--- src/rtl/prc_pkg.sv ---
// Shared constants and carrier types for the run-control and LED block
package prc_pkg;

	// ------------------------------------------------------------
	// AXI4-Lite register map (byte addresses)
	// ------------------------------------------------------------
	localparam logic [7:0] PRC_CTRL_ADDR = 8'h00;
	localparam logic [7:0] PRC_STAT_ADDR = 8'h04;
	localparam logic [7:0] PRC_ERR_ADDR = 8'h08;
	localparam logic [7:0] PRC_CFG_ADDR = 8'h0C;

	// CTRL write bits (self-clearing commands)
	localparam int PRC_CTRL_START = 0;
	localparam int PRC_CTRL_STOP = 1;
	localparam int PRC_CTRL_PROG_OK = 2;
	localparam int PRC_CTRL_COMM_ERR = 3;
	localparam int PRC_CTRL_COMM_OK = 4;
	localparam int PRC_CTRL_CLR_FAULT = 5;
	localparam int PRC_CTRL_START_KIND = 8;

	// AXI responses
	localparam logic [1:0] PRC_RESP_OKAY = 2'b00;
	localparam logic [1:0] PRC_RESP_SLVERR = 2'b10;

	// Selector codes and DIP positions
	localparam logic [1:0] PRC_SEL_RUN = 2'b01;
	localparam logic [1:0] PRC_SEL_STOP = 2'b00;
	localparam logic [1:0] PRC_SEL_MRES = 2'b10;
	localparam int PRC_DIP_MASTER = 3;
	localparam int PRC_DIP_CAN2 = 4;
	localparam int PRC_DIP_CFG = 7;
	localparam logic [2:0] PRC_RATE_DEFAULT = 3'h0;

	// Blink periods in clock cycles, and the short flash on/off ratio
	localparam int PRC_SLOW_CYC = 50_000_000;
	localparam int PRC_FAST_CYC = 12_500_000;
	localparam int PRC_SHORT_CYC = 45_000_000;
	localparam int PRC_SHORT_ON = 1;
	localparam int PRC_SHORT_OFF = 8;

	typedef enum logic [3:0]
	{
		PRC_ST_STOP = 4'b0001,
		PRC_ST_READY = 4'b0010,
		PRC_ST_RUN = 4'b0100,
		PRC_ST_MRES = 4'b1000
	} prc_state_t;

	typedef struct packed
	{
		logic [7:0] node_addr;
		logic [2:0] rate_sel;
		logic master_en;
		logic can2_en;
		logic cfg_mode;
	} prc_cfg_t;

	typedef struct packed
	{
		logic run_led;
		logic err_led;
	} prc_led_t;

	typedef struct packed
	{
		logic [1:0] sel_m;
		logic [1:0] sel_s;
		prc_state_t state;
		logic host_run;
		logic prog_ok;
		logic fault;
		logic comm_err;
		logic [7:0] err_code;
		logic [15:0] err_info;
		logic [2:0] start_kind;
		logic cfg_done;
		prc_cfg_t cfg;
		logic [31:0] blink_cnt;
		prc_led_t led;
		logic aw_ok;
		logic [7:0] aw_addr;
		logic w_ok;
		logic [31:0] w_data;
		logic [3:0] w_strb;
		logic bvalid;
		logic [1:0] bresp;
		logic rvalid;
		logic [31:0] rdata;
		logic [1:0] rresp;
	} prc_state_reg_t;

endpackage

--- src/rtl/prc_run_ctrl.sv ---
// Run/stop control, LED pattern generator and AXI4-Lite register slave
//
// The implementer's own choices: the register offsets and the AXI4-Lite register port.
`timescale 1ns/10ps

// How it works
// - Program runs only with selector at run and a host start command
// - Run is a level AND of selector and host start, order free
// - Selector right is run, middle is stop, left is module reset
// - Green LED dark in stop: no program, host stop, or fault
// - Host run with selector at stop flashes green one on, eight off
// - Running program blinks green slowly, equal on and off
// - Module reset blinks green and red fast, equal on and off
// - Red LED dark with no error pending, outside module reset
// - Serious fault forces stop and lights red steadily, outside module reset
// - Fault code and description held for host readback
// - Link error blinks red slowly; program keeps running
// - Link error clears when the host writes the comm-ok bit to CTRL
// - Node address is high switch nibble over low switch nibble
// - Switches and DIP bank sampled once, before operation
// - DIP map: rate, master, second CAN, reserved, config mode
// - Master DIP off gives slave, on gives master on primary CAN
// - Second CAN disabled unless its DIP is on
// - Rate bits all off give the default serial rate
module prc_run_ctrl
	import prc_pkg::*;
#(
	parameter int SLOW_CYC = PRC_SLOW_CYC,
	parameter int FAST_CYC = PRC_FAST_CYC,
	parameter int SHORT_CYC = PRC_SHORT_CYC
)
(
	// Clock and reset
	input wire logic sys_clk,
	input wire logic rst_n,
	// Front panel (asynchronous pins)
	input wire logic [1:0] run_selector,
	input wire logic [3:0] addr_switch_high,
	input wire logic [3:0] addr_switch_low,
	input wire logic [7:0] config_dip_bank,
	// Internal fault report from the program engine
	input wire logic fault_pulse,
	input wire logic [7:0] fault_code,
	input wire logic [15:0] fault_info,
	// Outputs
	output logic run_led,
	output logic err_led,
	output logic prog_exec,
	output logic mres_req,
	output prc_cfg_t cfg_out,
	// AXI4-Lite slave
	input wire logic [7:0] s_axi_awaddr,
	input wire logic s_axi_awvalid,
	output logic s_axi_awready,
	input wire logic [31:0] s_axi_wdata,
	input wire logic [3:0] s_axi_wstrb,
	input wire logic s_axi_wvalid,
	output logic s_axi_wready,
	output logic [1:0] s_axi_bresp,
	output logic s_axi_bvalid,
	input wire logic s_axi_bready,
	input wire logic [7:0] s_axi_araddr,
	input wire logic s_axi_arvalid,
	output logic s_axi_arready,
	output logic [31:0] s_axi_rdata,
	output logic [1:0] s_axi_rresp,
	output logic s_axi_rvalid,
	input wire logic s_axi_rready
);

	prc_state_reg_t q, d;
	prc_state_t nxt;
	logic do_wr;
	logic [31:0] wv;
	logic sel_run;
	logic sel_mres;
	logic slow_ph;
	logic fast_ph;
	logic short_ph;

	// Blink phase from one free-running counter modulo the period
	function automatic logic half_phase(input logic [31:0] cnt, input int per);
		half_phase = (cnt % 32'(per)) < 32'(per / 2);
	endfunction

	assign s_axi_awready = !q.aw_ok && !q.bvalid;
	assign s_axi_wready = !q.w_ok && !q.bvalid;
	assign s_axi_arready = !q.rvalid;
	assign s_axi_bvalid = q.bvalid;
	assign s_axi_bresp = q.bresp;
	assign s_axi_rvalid = q.rvalid;
	assign s_axi_rdata = q.rdata;
	assign s_axi_rresp = q.rresp;
	assign run_led = q.led.run_led;
	assign err_led = q.led.err_led;
	assign prog_exec = (q.state == PRC_ST_RUN);
	assign mres_req = (q.state == PRC_ST_MRES);
	assign cfg_out = q.cfg;

	always_comb
	begin
		d = q;
		wv = '0;
		// ------------------------------------------------------------
		// Pin synchronisers
		// ------------------------------------------------------------
		d.sel_m = run_selector;
		d.sel_s = q.sel_m;
		sel_run = (q.sel_s == PRC_SEL_RUN);
		sel_mres = (q.sel_s == PRC_SEL_MRES);

		// ------------------------------------------------------------
		// Configuration capture
		// ------------------------------------------------------------
		// Sampled once after reset so that moving a switch in operation
		// has no effect until the next reset.
		if (!q.cfg_done)
		begin
			d.cfg_done = 1'b1;
			d.cfg.node_addr = {addr_switch_high, addr_switch_low};
			d.cfg.rate_sel = config_dip_bank[2:0];
			d.cfg.master_en = config_dip_bank[PRC_DIP_MASTER];
			d.cfg.can2_en = config_dip_bank[PRC_DIP_CAN2];
			d.cfg.cfg_mode = config_dip_bank[PRC_DIP_CFG];
		end

		// ------------------------------------------------------------
		// AXI4-Lite write channel
		// ------------------------------------------------------------
		if (s_axi_awvalid && s_axi_awready)
		begin
			d.aw_ok = 1'b1;
			d.aw_addr = s_axi_awaddr;
		end
		if (s_axi_wvalid && s_axi_wready)
		begin
			d.w_ok = 1'b1;
			d.w_data = s_axi_wdata;
			d.w_strb = s_axi_wstrb;
		end
		do_wr = q.aw_ok && q.w_ok && !q.bvalid;
		if (do_wr)
		begin
			d.aw_ok = 1'b0;
			d.w_ok = 1'b0;
			d.bvalid = 1'b1;
			d.bresp = (q.aw_addr == PRC_CTRL_ADDR) ? PRC_RESP_OKAY
				: PRC_RESP_SLVERR;
			if (q.aw_addr == PRC_CTRL_ADDR)
				wv = q.w_data & {{8{q.w_strb[3]}}, {8{q.w_strb[2]}},
					{8{q.w_strb[1]}}, {8{q.w_strb[0]}}};
		end
		if (q.bvalid && s_axi_bready)
			d.bvalid = 1'b0;

		// ------------------------------------------------------------
		// AXI4-Lite read channel
		// ------------------------------------------------------------
		// Reads have no side effects, so software may poll freely
		if (q.rvalid && s_axi_rready)
			d.rvalid = 1'b0;
		if (s_axi_arvalid && s_axi_arready)
		begin
			d.rvalid = 1'b1;
			d.rresp = PRC_RESP_OKAY;
			d.rdata = '0;
			case (s_axi_araddr)
				PRC_CTRL_ADDR: d.rdata = {21'h0, q.start_kind, 8'h00};
				PRC_STAT_ADDR: d.rdata = {20'h0, q.sel_s, q.led.err_led,
					q.led.run_led, q.state, q.comm_err, q.fault,
					q.prog_ok, q.host_run};
				PRC_ERR_ADDR: d.rdata = {8'h00, q.err_info, q.err_code};
				PRC_CFG_ADDR: d.rdata = {18'h0, q.cfg.cfg_mode, q.cfg.can2_en,
					q.cfg.master_en, q.cfg.rate_sel, q.cfg.node_addr};
				default: d.rresp = PRC_RESP_SLVERR;
			endcase
		end

		// ------------------------------------------------------------
		// Host commands and error flags
		// ------------------------------------------------------------
		if (wv[PRC_CTRL_START])
		begin
			d.host_run = 1'b1;
			d.start_kind = wv[PRC_CTRL_START_KIND +: 3];
		end
		if (wv[PRC_CTRL_STOP])
			d.host_run = 1'b0;
		if (wv[PRC_CTRL_PROG_OK])
			d.prog_ok = 1'b1;
		if (wv[PRC_CTRL_COMM_OK])
			d.comm_err = 1'b0;
		if (wv[PRC_CTRL_COMM_ERR])
			d.comm_err = 1'b1;
		if (wv[PRC_CTRL_CLR_FAULT])
			d.fault = 1'b0;
		// A fault arriving in the clearing cycle is kept
		if (fault_pulse)
		begin
			d.fault = 1'b1;
			d.err_code = fault_code;
			d.err_info = fault_info;
		end

		// ------------------------------------------------------------
		// Operating state
		// ------------------------------------------------------------
		// Module reset is tested first so no fault can mask it
		if (sel_mres)
			nxt = PRC_ST_MRES;
		else if (!q.prog_ok || q.fault || fault_pulse || !q.host_run)
			nxt = PRC_ST_STOP;
		else if (sel_run)
			nxt = PRC_ST_RUN;
		else
			nxt = PRC_ST_READY;
		d.state = nxt;

		// ------------------------------------------------------------
		// LED patterns
		// ------------------------------------------------------------
		// One shared counter keeps both LEDs in step in module reset
		d.blink_cnt = q.blink_cnt + 32'd1;
		slow_ph = half_phase(q.blink_cnt, SLOW_CYC);
		fast_ph = half_phase(q.blink_cnt, FAST_CYC);
		short_ph = (q.blink_cnt % 32'(SHORT_CYC))
			< 32'(SHORT_CYC / (PRC_SHORT_ON + PRC_SHORT_OFF));
		case (q.state)
			PRC_ST_MRES:
			begin
				d.led.run_led = fast_ph;
				d.led.err_led = fast_ph;
			end
			PRC_ST_RUN: d.led.run_led = slow_ph;
			PRC_ST_READY: d.led.run_led = short_ph;
			PRC_ST_STOP: d.led.run_led = 1'b0;
			default: d.led.run_led = 1'b0;
		endcase
		if (q.state != PRC_ST_MRES)
		begin
			if (q.fault)
				d.led.err_led = 1'b1;
			else if (q.comm_err)
				d.led.err_led = slow_ph;
			else
				d.led.err_led = 1'b0;
		end
	end

	always_ff @(posedge sys_clk)
	begin
		if (!rst_n)
		begin
			q <= '0;
			q.state <= PRC_ST_STOP;
		end
		else
			q <= d;
	end
endmodule

--- config.mk ---
export PLATFORM = sky130hd
export DESIGN_NAME = prc_run_ctrl
export DESIGN_NICKNAME = d
export VERILOG_FILES = /design/src/rtl/prc_pkg.sv /design/src/rtl/prc_run_ctrl.sv
export SDC_FILE = /design/constraint.sdc
export NUM_CORES = 1
export LEC_CHECK = 0
export BUFFER_PORTS_ARGS = -buffer_cell sky130_fd_sc_hd__buf_4
export CAP_MARGIN = 10
export CORE_MARGIN = 4
export CORE_UTILIZATION = 40
export DETAILED_ROUTE_END_ITERATION = 16
export GPL_TIMING_DRIVEN = 0
export PLACE_DENSITY_LB_ADDON = 0.1
export SLEW_MARGIN = 20
export SYNTH_ARGS = -nofsm -noshare
export SYNTH_HDL_FRONTEND = slang
export SYNTH_SLANG_ARGS = --single-unit
--- constraint.sdc ---
create_clock -name sys_clk -period 14.85 [get_ports sys_clk]
set_clock_uncertainty 0.2 [all_clocks]
set_input_delay 1.485 -clock sys_clk [delete_from_list [all_inputs] [get_ports sys_clk]]
set_output_delay 1.485 -clock sys_clk [all_outputs]
set_load 0.05 [all_outputs]
# ---- After elaboration in Yosys (flattened, before gate mapping)
# Cells that the tools add are included.
dict set report word_totals {
  ff_bits 149
  latchBits 0
  ram_bits 0
  rom_bits 0
  in_bits 102
  wordCells 96
  n_memories 0
}
dict set report op_classes {
  n_addsub 1
  mul 0
  n_div 3
  magnitude_cmp 3
  n_eq_ne 9
  shift 0
  muxes 19
  bitwise 2
  reduce_logical 29
}
# op count
set op_table {}
lappend op_table {{one-hot mux 24 bit (4 select lines)} 1}
lappend op_table {{less-than comparator 32 x 23 -> 1 bit (second input constant)} 2}
lappend op_table {{remainder unit 32 x 26 -> 32 bit (second input constant)} 2}
lappend op_table {{two-way mux 35 bit} 1}
lappend op_table {{adder 32 x 1 -> 32 bit (second input constant)} 1}
lappend op_table {{less-than comparator 32 x 25 -> 1 bit (second input constant)} 1}
lappend op_table {{remainder unit 32 x 24 -> 32 bit (second input constant)} 1}
lappend op_table {{two-way mux 11 bit} 2}
lappend op_table {{equality test 8 x 4 -> 1 bit (second input constant)} 2}
lappend op_table {{logical NOT 8 bit} 2}
lappend op_table {{AND 11 bit} 1}
lappend op_table {{logical AND 1 bit} 9}
lappend op_table {{two-way mux 1 bit} 9}
lappend op_table {{equality test 8 x 3 -> 1 bit (second input constant)} 1}
lappend op_table {{nonzero test 2 bit} 4}
lappend op_table {{logical NOT 1 bit} 6}
lappend op_table {{two-way mux 3 bit} 2}
lappend op_table {{OR reduction 2 bit} 3}
lappend op_table {{equality test 4 x 2 -> 1 bit (second input constant)} 1}
lappend op_table {{equality test 4 x 3 -> 1 bit (second input constant)} 1}
lappend op_table {{equality test 4 bit (second input constant)} 1}
lappend op_table {{two-way mux 2 bit} 2}
lappend op_table {{two-way mux 4 bit} 1}
lappend op_table {{inequality test 4 bit (second input constant)} 1}
lappend op_table {{other kinds (7)} 9}

# ---- Depth between registers and ports, before layout
dict set report logic_depth {
  ltp_word 6
  ltp_mapped 49
  ltp_nobuf 40
}

# ---- Worst setup path after synthesis
# Ideal clock, no wire load.
dict set report synth_path {
  kind {register -> register}
  startpoint {register q[102] (netlist name)}
  endpoint {register q (netlist bit run_led)}
  setup_time_ns 0.117
  arrival_time_ns 11.243
  required_ns 14.533
  setup_slack_ns 3.289
  path_stages_with_launch 45
  n_path_buf 6
  period_less_slack_ns 11.561
  path_cell_list {dfxtp_1 > buf_6 > or4_1 > buf_2 > o211a_4 > mux2_4 > or4_4 > a31o_4 > a211oi_4 > or3_1 > nand4_1 > buf_2 > a32oi_4 > a21boi_2 > or3_1 > o211a_2 > and4_1 > buf_4 > (+9 left out) > a32oi_1 > a41oi_2 > o21ai_4 > a2111oi_2 > nor4_4 > o31ai_1 > a31o_2 > a21oi_1 > mux2i_1 > o2111ai_1 > or4_1 > o211ai_1 > buf_2 > o211a_1 > o221ai_1 > a2111oi_4 > o21ai_1 > a32o_1}
}
dict set report synth_via {
  elab_chain_cells 3
}
# element line
set synth_lines {}
lappend synth_lines {{start, declared} prc_run_ctrl.sv:71} ;# prc_state_reg_t q, d;
lappend synth_lines {{remainder unit 32 x 26 -> 32 bit, or another cell as far along} prc_run_ctrl.sv:226} ;# short_ph = (q.blink_cnt % 32'(SHORT_CYC))
lappend synth_lines {{less-than comparator 32 x 23 -> 1 bit, or another cell as far along} prc_run_ctrl.sv:227} ;# < 32'(SHORT_CYC / (PRC_SHORT_ON + PRC_SHORT_OFF));
lappend synth_lines {{one-hot mux 1 bit (3 select lines) (*)} prc_run_ctrl.sv:228} ;# case (q.state)
# Every way passes the cells marked *; elsewhere a longest branch is shown, timed or not.
# A chain may end at the register's enable or synchronous reset.

# ---- Worst setup path after layout
dict set report layout_path {
  startpoint {register q[86] (netlist name)}
  endpoint {register q (netlist bit run_led)}
}
# The elaborated chain is that of the path after synthesis.

==> results.sh <==
export IMPL_yosysWarnings=0
export IMPL_htreeDepth=4
export IMPL_status="finished clean"
export IMPL_crit_start="q[86]"
export IMPL_power_total_mw=0.919
export IMPL_area_growth_synth_to_final_pct=14.1
export IMPL_yosysSeqAreaShare=0.156
export IMPL_num_vias=19792
export IMPL_switchingPower_mw=0.256
export IMPL_rrSetupSlack_ps=970
export IMPL_syn_inst=2474
export IMPL_drive_gt1_frac=0.140
export IMPL_ys_top_cells_by_area="dfxtp_1 16%, xnor2_1 7.5%, nor2_1 6.4%"
export IMPL_gr_total_overflow=0
export IMPL_power_internal_mw=0.663
export IMPL_syn_area_per_cell_sq_um=7.09
export IMPL_fin_setup_tns_ps=0
export IMPL_num_fill_cells=4458
export IMPL_pwr_share_clk=0.469
export IMPL_syn_cell_area_sq_um=17500
export IMPL_ctsHoldBuffers=0
export IMPL_cts_sinks=137
export IMPL_synthFlopType="dfxtp_1"
export IMPL_io_buffers=121
export IMPL_critPathMaxFanout=10
export IMPL_netlist_area_leader_share=0.156
export IMPL_r2r_cells=44
export IMPL_clk_pin_slew_ps=60
export IMPL_arrival_ps=14030
export IMPL_routed_wl_microns=64600
export IMPL_initial_core_util=0.406
export IMPL_dpl_cell_area_sq_um=19200
export IMPL_grtUsageTotal=0.261
export IMPL_yosysTopAreaCell="dfxtp_1"
export IMPL_async_flop_share=0
export IMPL_dr_first_iter_drc_count=1926
export IMPL_die_x_microns=217
export IMPL_combPwrFrac=0.107
export IMPL_grt_pass1_wl_microns=101000
export IMPL_layout_nets=2727
export IMPL_reg2reg_to="run_led"
export IMPL_setup_worst_path_end="run_led"
export IMPL_grt_max_degree=17
export IMPL_tightest_slew_ps=1010
export IMPL_rows=76
export IMPL_drv_slew=0
export IMPL_core_sq_um=43300
export IMPL_fin_crit_ps=13880
export IMPL_cts_root_buf="clkbuf_16"
export IMPL_cts_tree="done"
export IMPL_routabilityCongestion=0.915
export IMPL_vdd_drop_max_mv=0.107
export IMPL_min_path_type="register to register"
export IMPL_endpoint_kind="register"
export IMPL_ys_ff_latch=137
export IMPL_cp_slowest_stage_delay_ps=550
export IMPL_path_class="register to register"
export IMPL_dieArea_sq_um=47300
export IMPL_hpwl_microns=51400
export IMPL_clockBufferDepth=2
export IMPL_dp_cells=3189
export IMPL_stdcell_count=3220
export IMPL_routedWlPerCell_microns=20.1
export IMPL_switching_share=0.279
export IMPL_cp_start_kind="register"
export IMPL_slew_headroom=0.325
export IMPL_cap_violations=0
export IMPL_post_synth_num_cell_types=124
export IMPL_r2r_start="q[86]"
export IMPL_grt_setup_unrepaired="false"
export IMPL_grt_pass1_vias=18447
export IMPL_fmax_mhz=72.1
export IMPL_dr_pass1_iters=6
export IMPL_final_cell_area_sq_um=20000
export IMPL_diodes=0
export IMPL_setup_violations=0
export IMPL_die_y_microns=217
export IMPL_p_leak_nw=7.27
export IMPL_hold_viol_final=0
export IMPL_via_per_inst=6.15
export IMPL_synth_edf_count=0
export IMPL_post_route_period_util=0.935
export IMPL_seq_power_share=0.424
export IMPL_power_density_nw_per_um2=45.9
export IMPL_worstSkewPairLatency_ps=460
export IMPL_antenna_found_initial=0
export IMPL_required_ps=15000
export IMPL_cts_buffers=17
export IMPL_ios=161
export IMPL_cp_slowest_cell="or4_1"
export IMPL_drc=0
export IMPL_final_antenna_net_count=0
state kept, by name (all words and copies together) (netlist names):
name / cells
cfg_out: 14
d: 2
err_led: 1
q: 91
run_led: 1
s_axi_bresp: 1
s_axi_bvalid: 1
s_axi_rdata: 24
s_axi_rresp: 1
s_axi_rvalid: 1
cell usage in the layout (no fill, tap or decap), drive strengths merged, types with 53 or more instances in the layout:
cell | netlist | routed
a21oi | 161 | 161
buf | 83 | 203
clkbuf | 97 | 117
dfxtp | 137 | 137
mux2i | 65 | 65
nand2 | 222 | 222
nand3 | 72 | 72
nor2 | 300 | 300
nor3 | 91 | 91
o21ai | 152 | 152
xnor2 | 151 | 151
xor2 | 53 | 53
final cells by class:
class,instances,area [sq um],share of cell area
Clock inverter,12,129,0.00644
Tap cell,585,732,0.0366
Inverter,48,180,0.00900
Clock buffer,19,453,0.0226
Buffer,180,898,0.0449
Timing Repair Buffer,121,908,0.0454
Sequential cell,137,2740,0.137
Multi-Input combinational cell,2118,14000,0.698
cells by family (layout without fill, tap and decap cells):
kind of cell             Yosys count  in the layout  share of synthesized area
AND/OR/NAND/NOR                 1001           1001                      0.286
AO/OA/AOI/OAI                    806            806                      0.333
buffers and inverters            228            380                     0.0613
XOR/XNOR                         204            204                      0.103
flip-flops                       137            137                      0.156
multiplexers                      86             86                     0.0527
adder cells (fa/ha/maj)           11             11                    0.00663
other                              1             10                   0.000214
stage by stage:
stage	hold WS (ps)	util	setup WS [ps]
2_1_floorplan	210	-	3290
3_3_place_gp	227	0.444	60.9
3_5_place_dp	227	0.444	118
4_1_cts	236	0.458	58.0
5_1_grt	244	0.463	69.8
6_report	234	0.463	972
how the worst min path moves through the flow:
stage	from	endpoint	slack, ps	cells after the start
floorplan	q[86]	q[86]	210	1
global placement	q[86]	q[86]	230	1
detailed placement	d[168]	q[168]	230	1
CTS	d[168]	q[168]	240	1
global route	d[168]	q[168]	240	1
finish	d[168]	q[168]	230	1
layer usage:
layer  track usage  vias up  share of wire
met4        0.0886        0          0.032
met3        0.0504      116          0.059
met5             0        -              0
li1              -     9595              -
met2         0.407      653           0.45
met1         0.362     9428           0.46
cell usage after synthesis (9+ instances only):
cell	instances
or4_1	20
o21a_1	18
nand3_1	71
nor3b_1	11
o22ai_1	19
a221oi_1	9
clkbuf_1	97
o211a_1	16
buf_1	16
dfxtp_1	137
o31a_1	11
nor4_1	33
buf_4	52
o211ai_1	41
nor3_1	88
nand2b_1	27
nand2_1	222
a22o_1	18
a31oi_1	33
xor2_1	51
o21ai_0	124
nand4_1	36
o221ai_1	11
o31ai_1	28
a21oi_1	158
o2111ai_1	16
or2_2	22
nor2b_1	9
mux2i_1	65
and3_1	29
or3_1	34
buf_2	14
and2_1	37
inv_1	39
xnor2_1	150
o21ai_1	22
a211oi_1	40
a22oi_1	39
nor2_1	299
a21o_1	24
mux2_2	17
and4_1	12
a211o_1	15
power by group through the flow:
stage          logic (mW)  clock network, mW  registers (mW)
2_1_floorplan      0.0599                  0           0.396
3_3_place_gp       0.0976                  0           0.397
3_5_place_dp       0.0985                  0           0.397
4_1_cts            0.0987              0.439           0.389
5_1_grt             0.106              0.456           0.391
6_report           0.0985              0.431           0.389
worst max-delay path: cells and delay by family, from the launching register on:
kind,cells,cell delay [ps]
DFF,1,330
and+or+nand+nor,12,4160
adders and majority gates,1,130
buffers and inverters,6,1370
AOI/OAI and AO/OA,25,7570
timing repair:
action | in CTS | in global routing
buffers inserted | 0 | 0
endpoints found under the hold margin | 0 | 0
resized for setup | 0 | 36
setup endpoints to repair | 0 | 2
No activity file was read; power rests on OpenSTA's default activity.
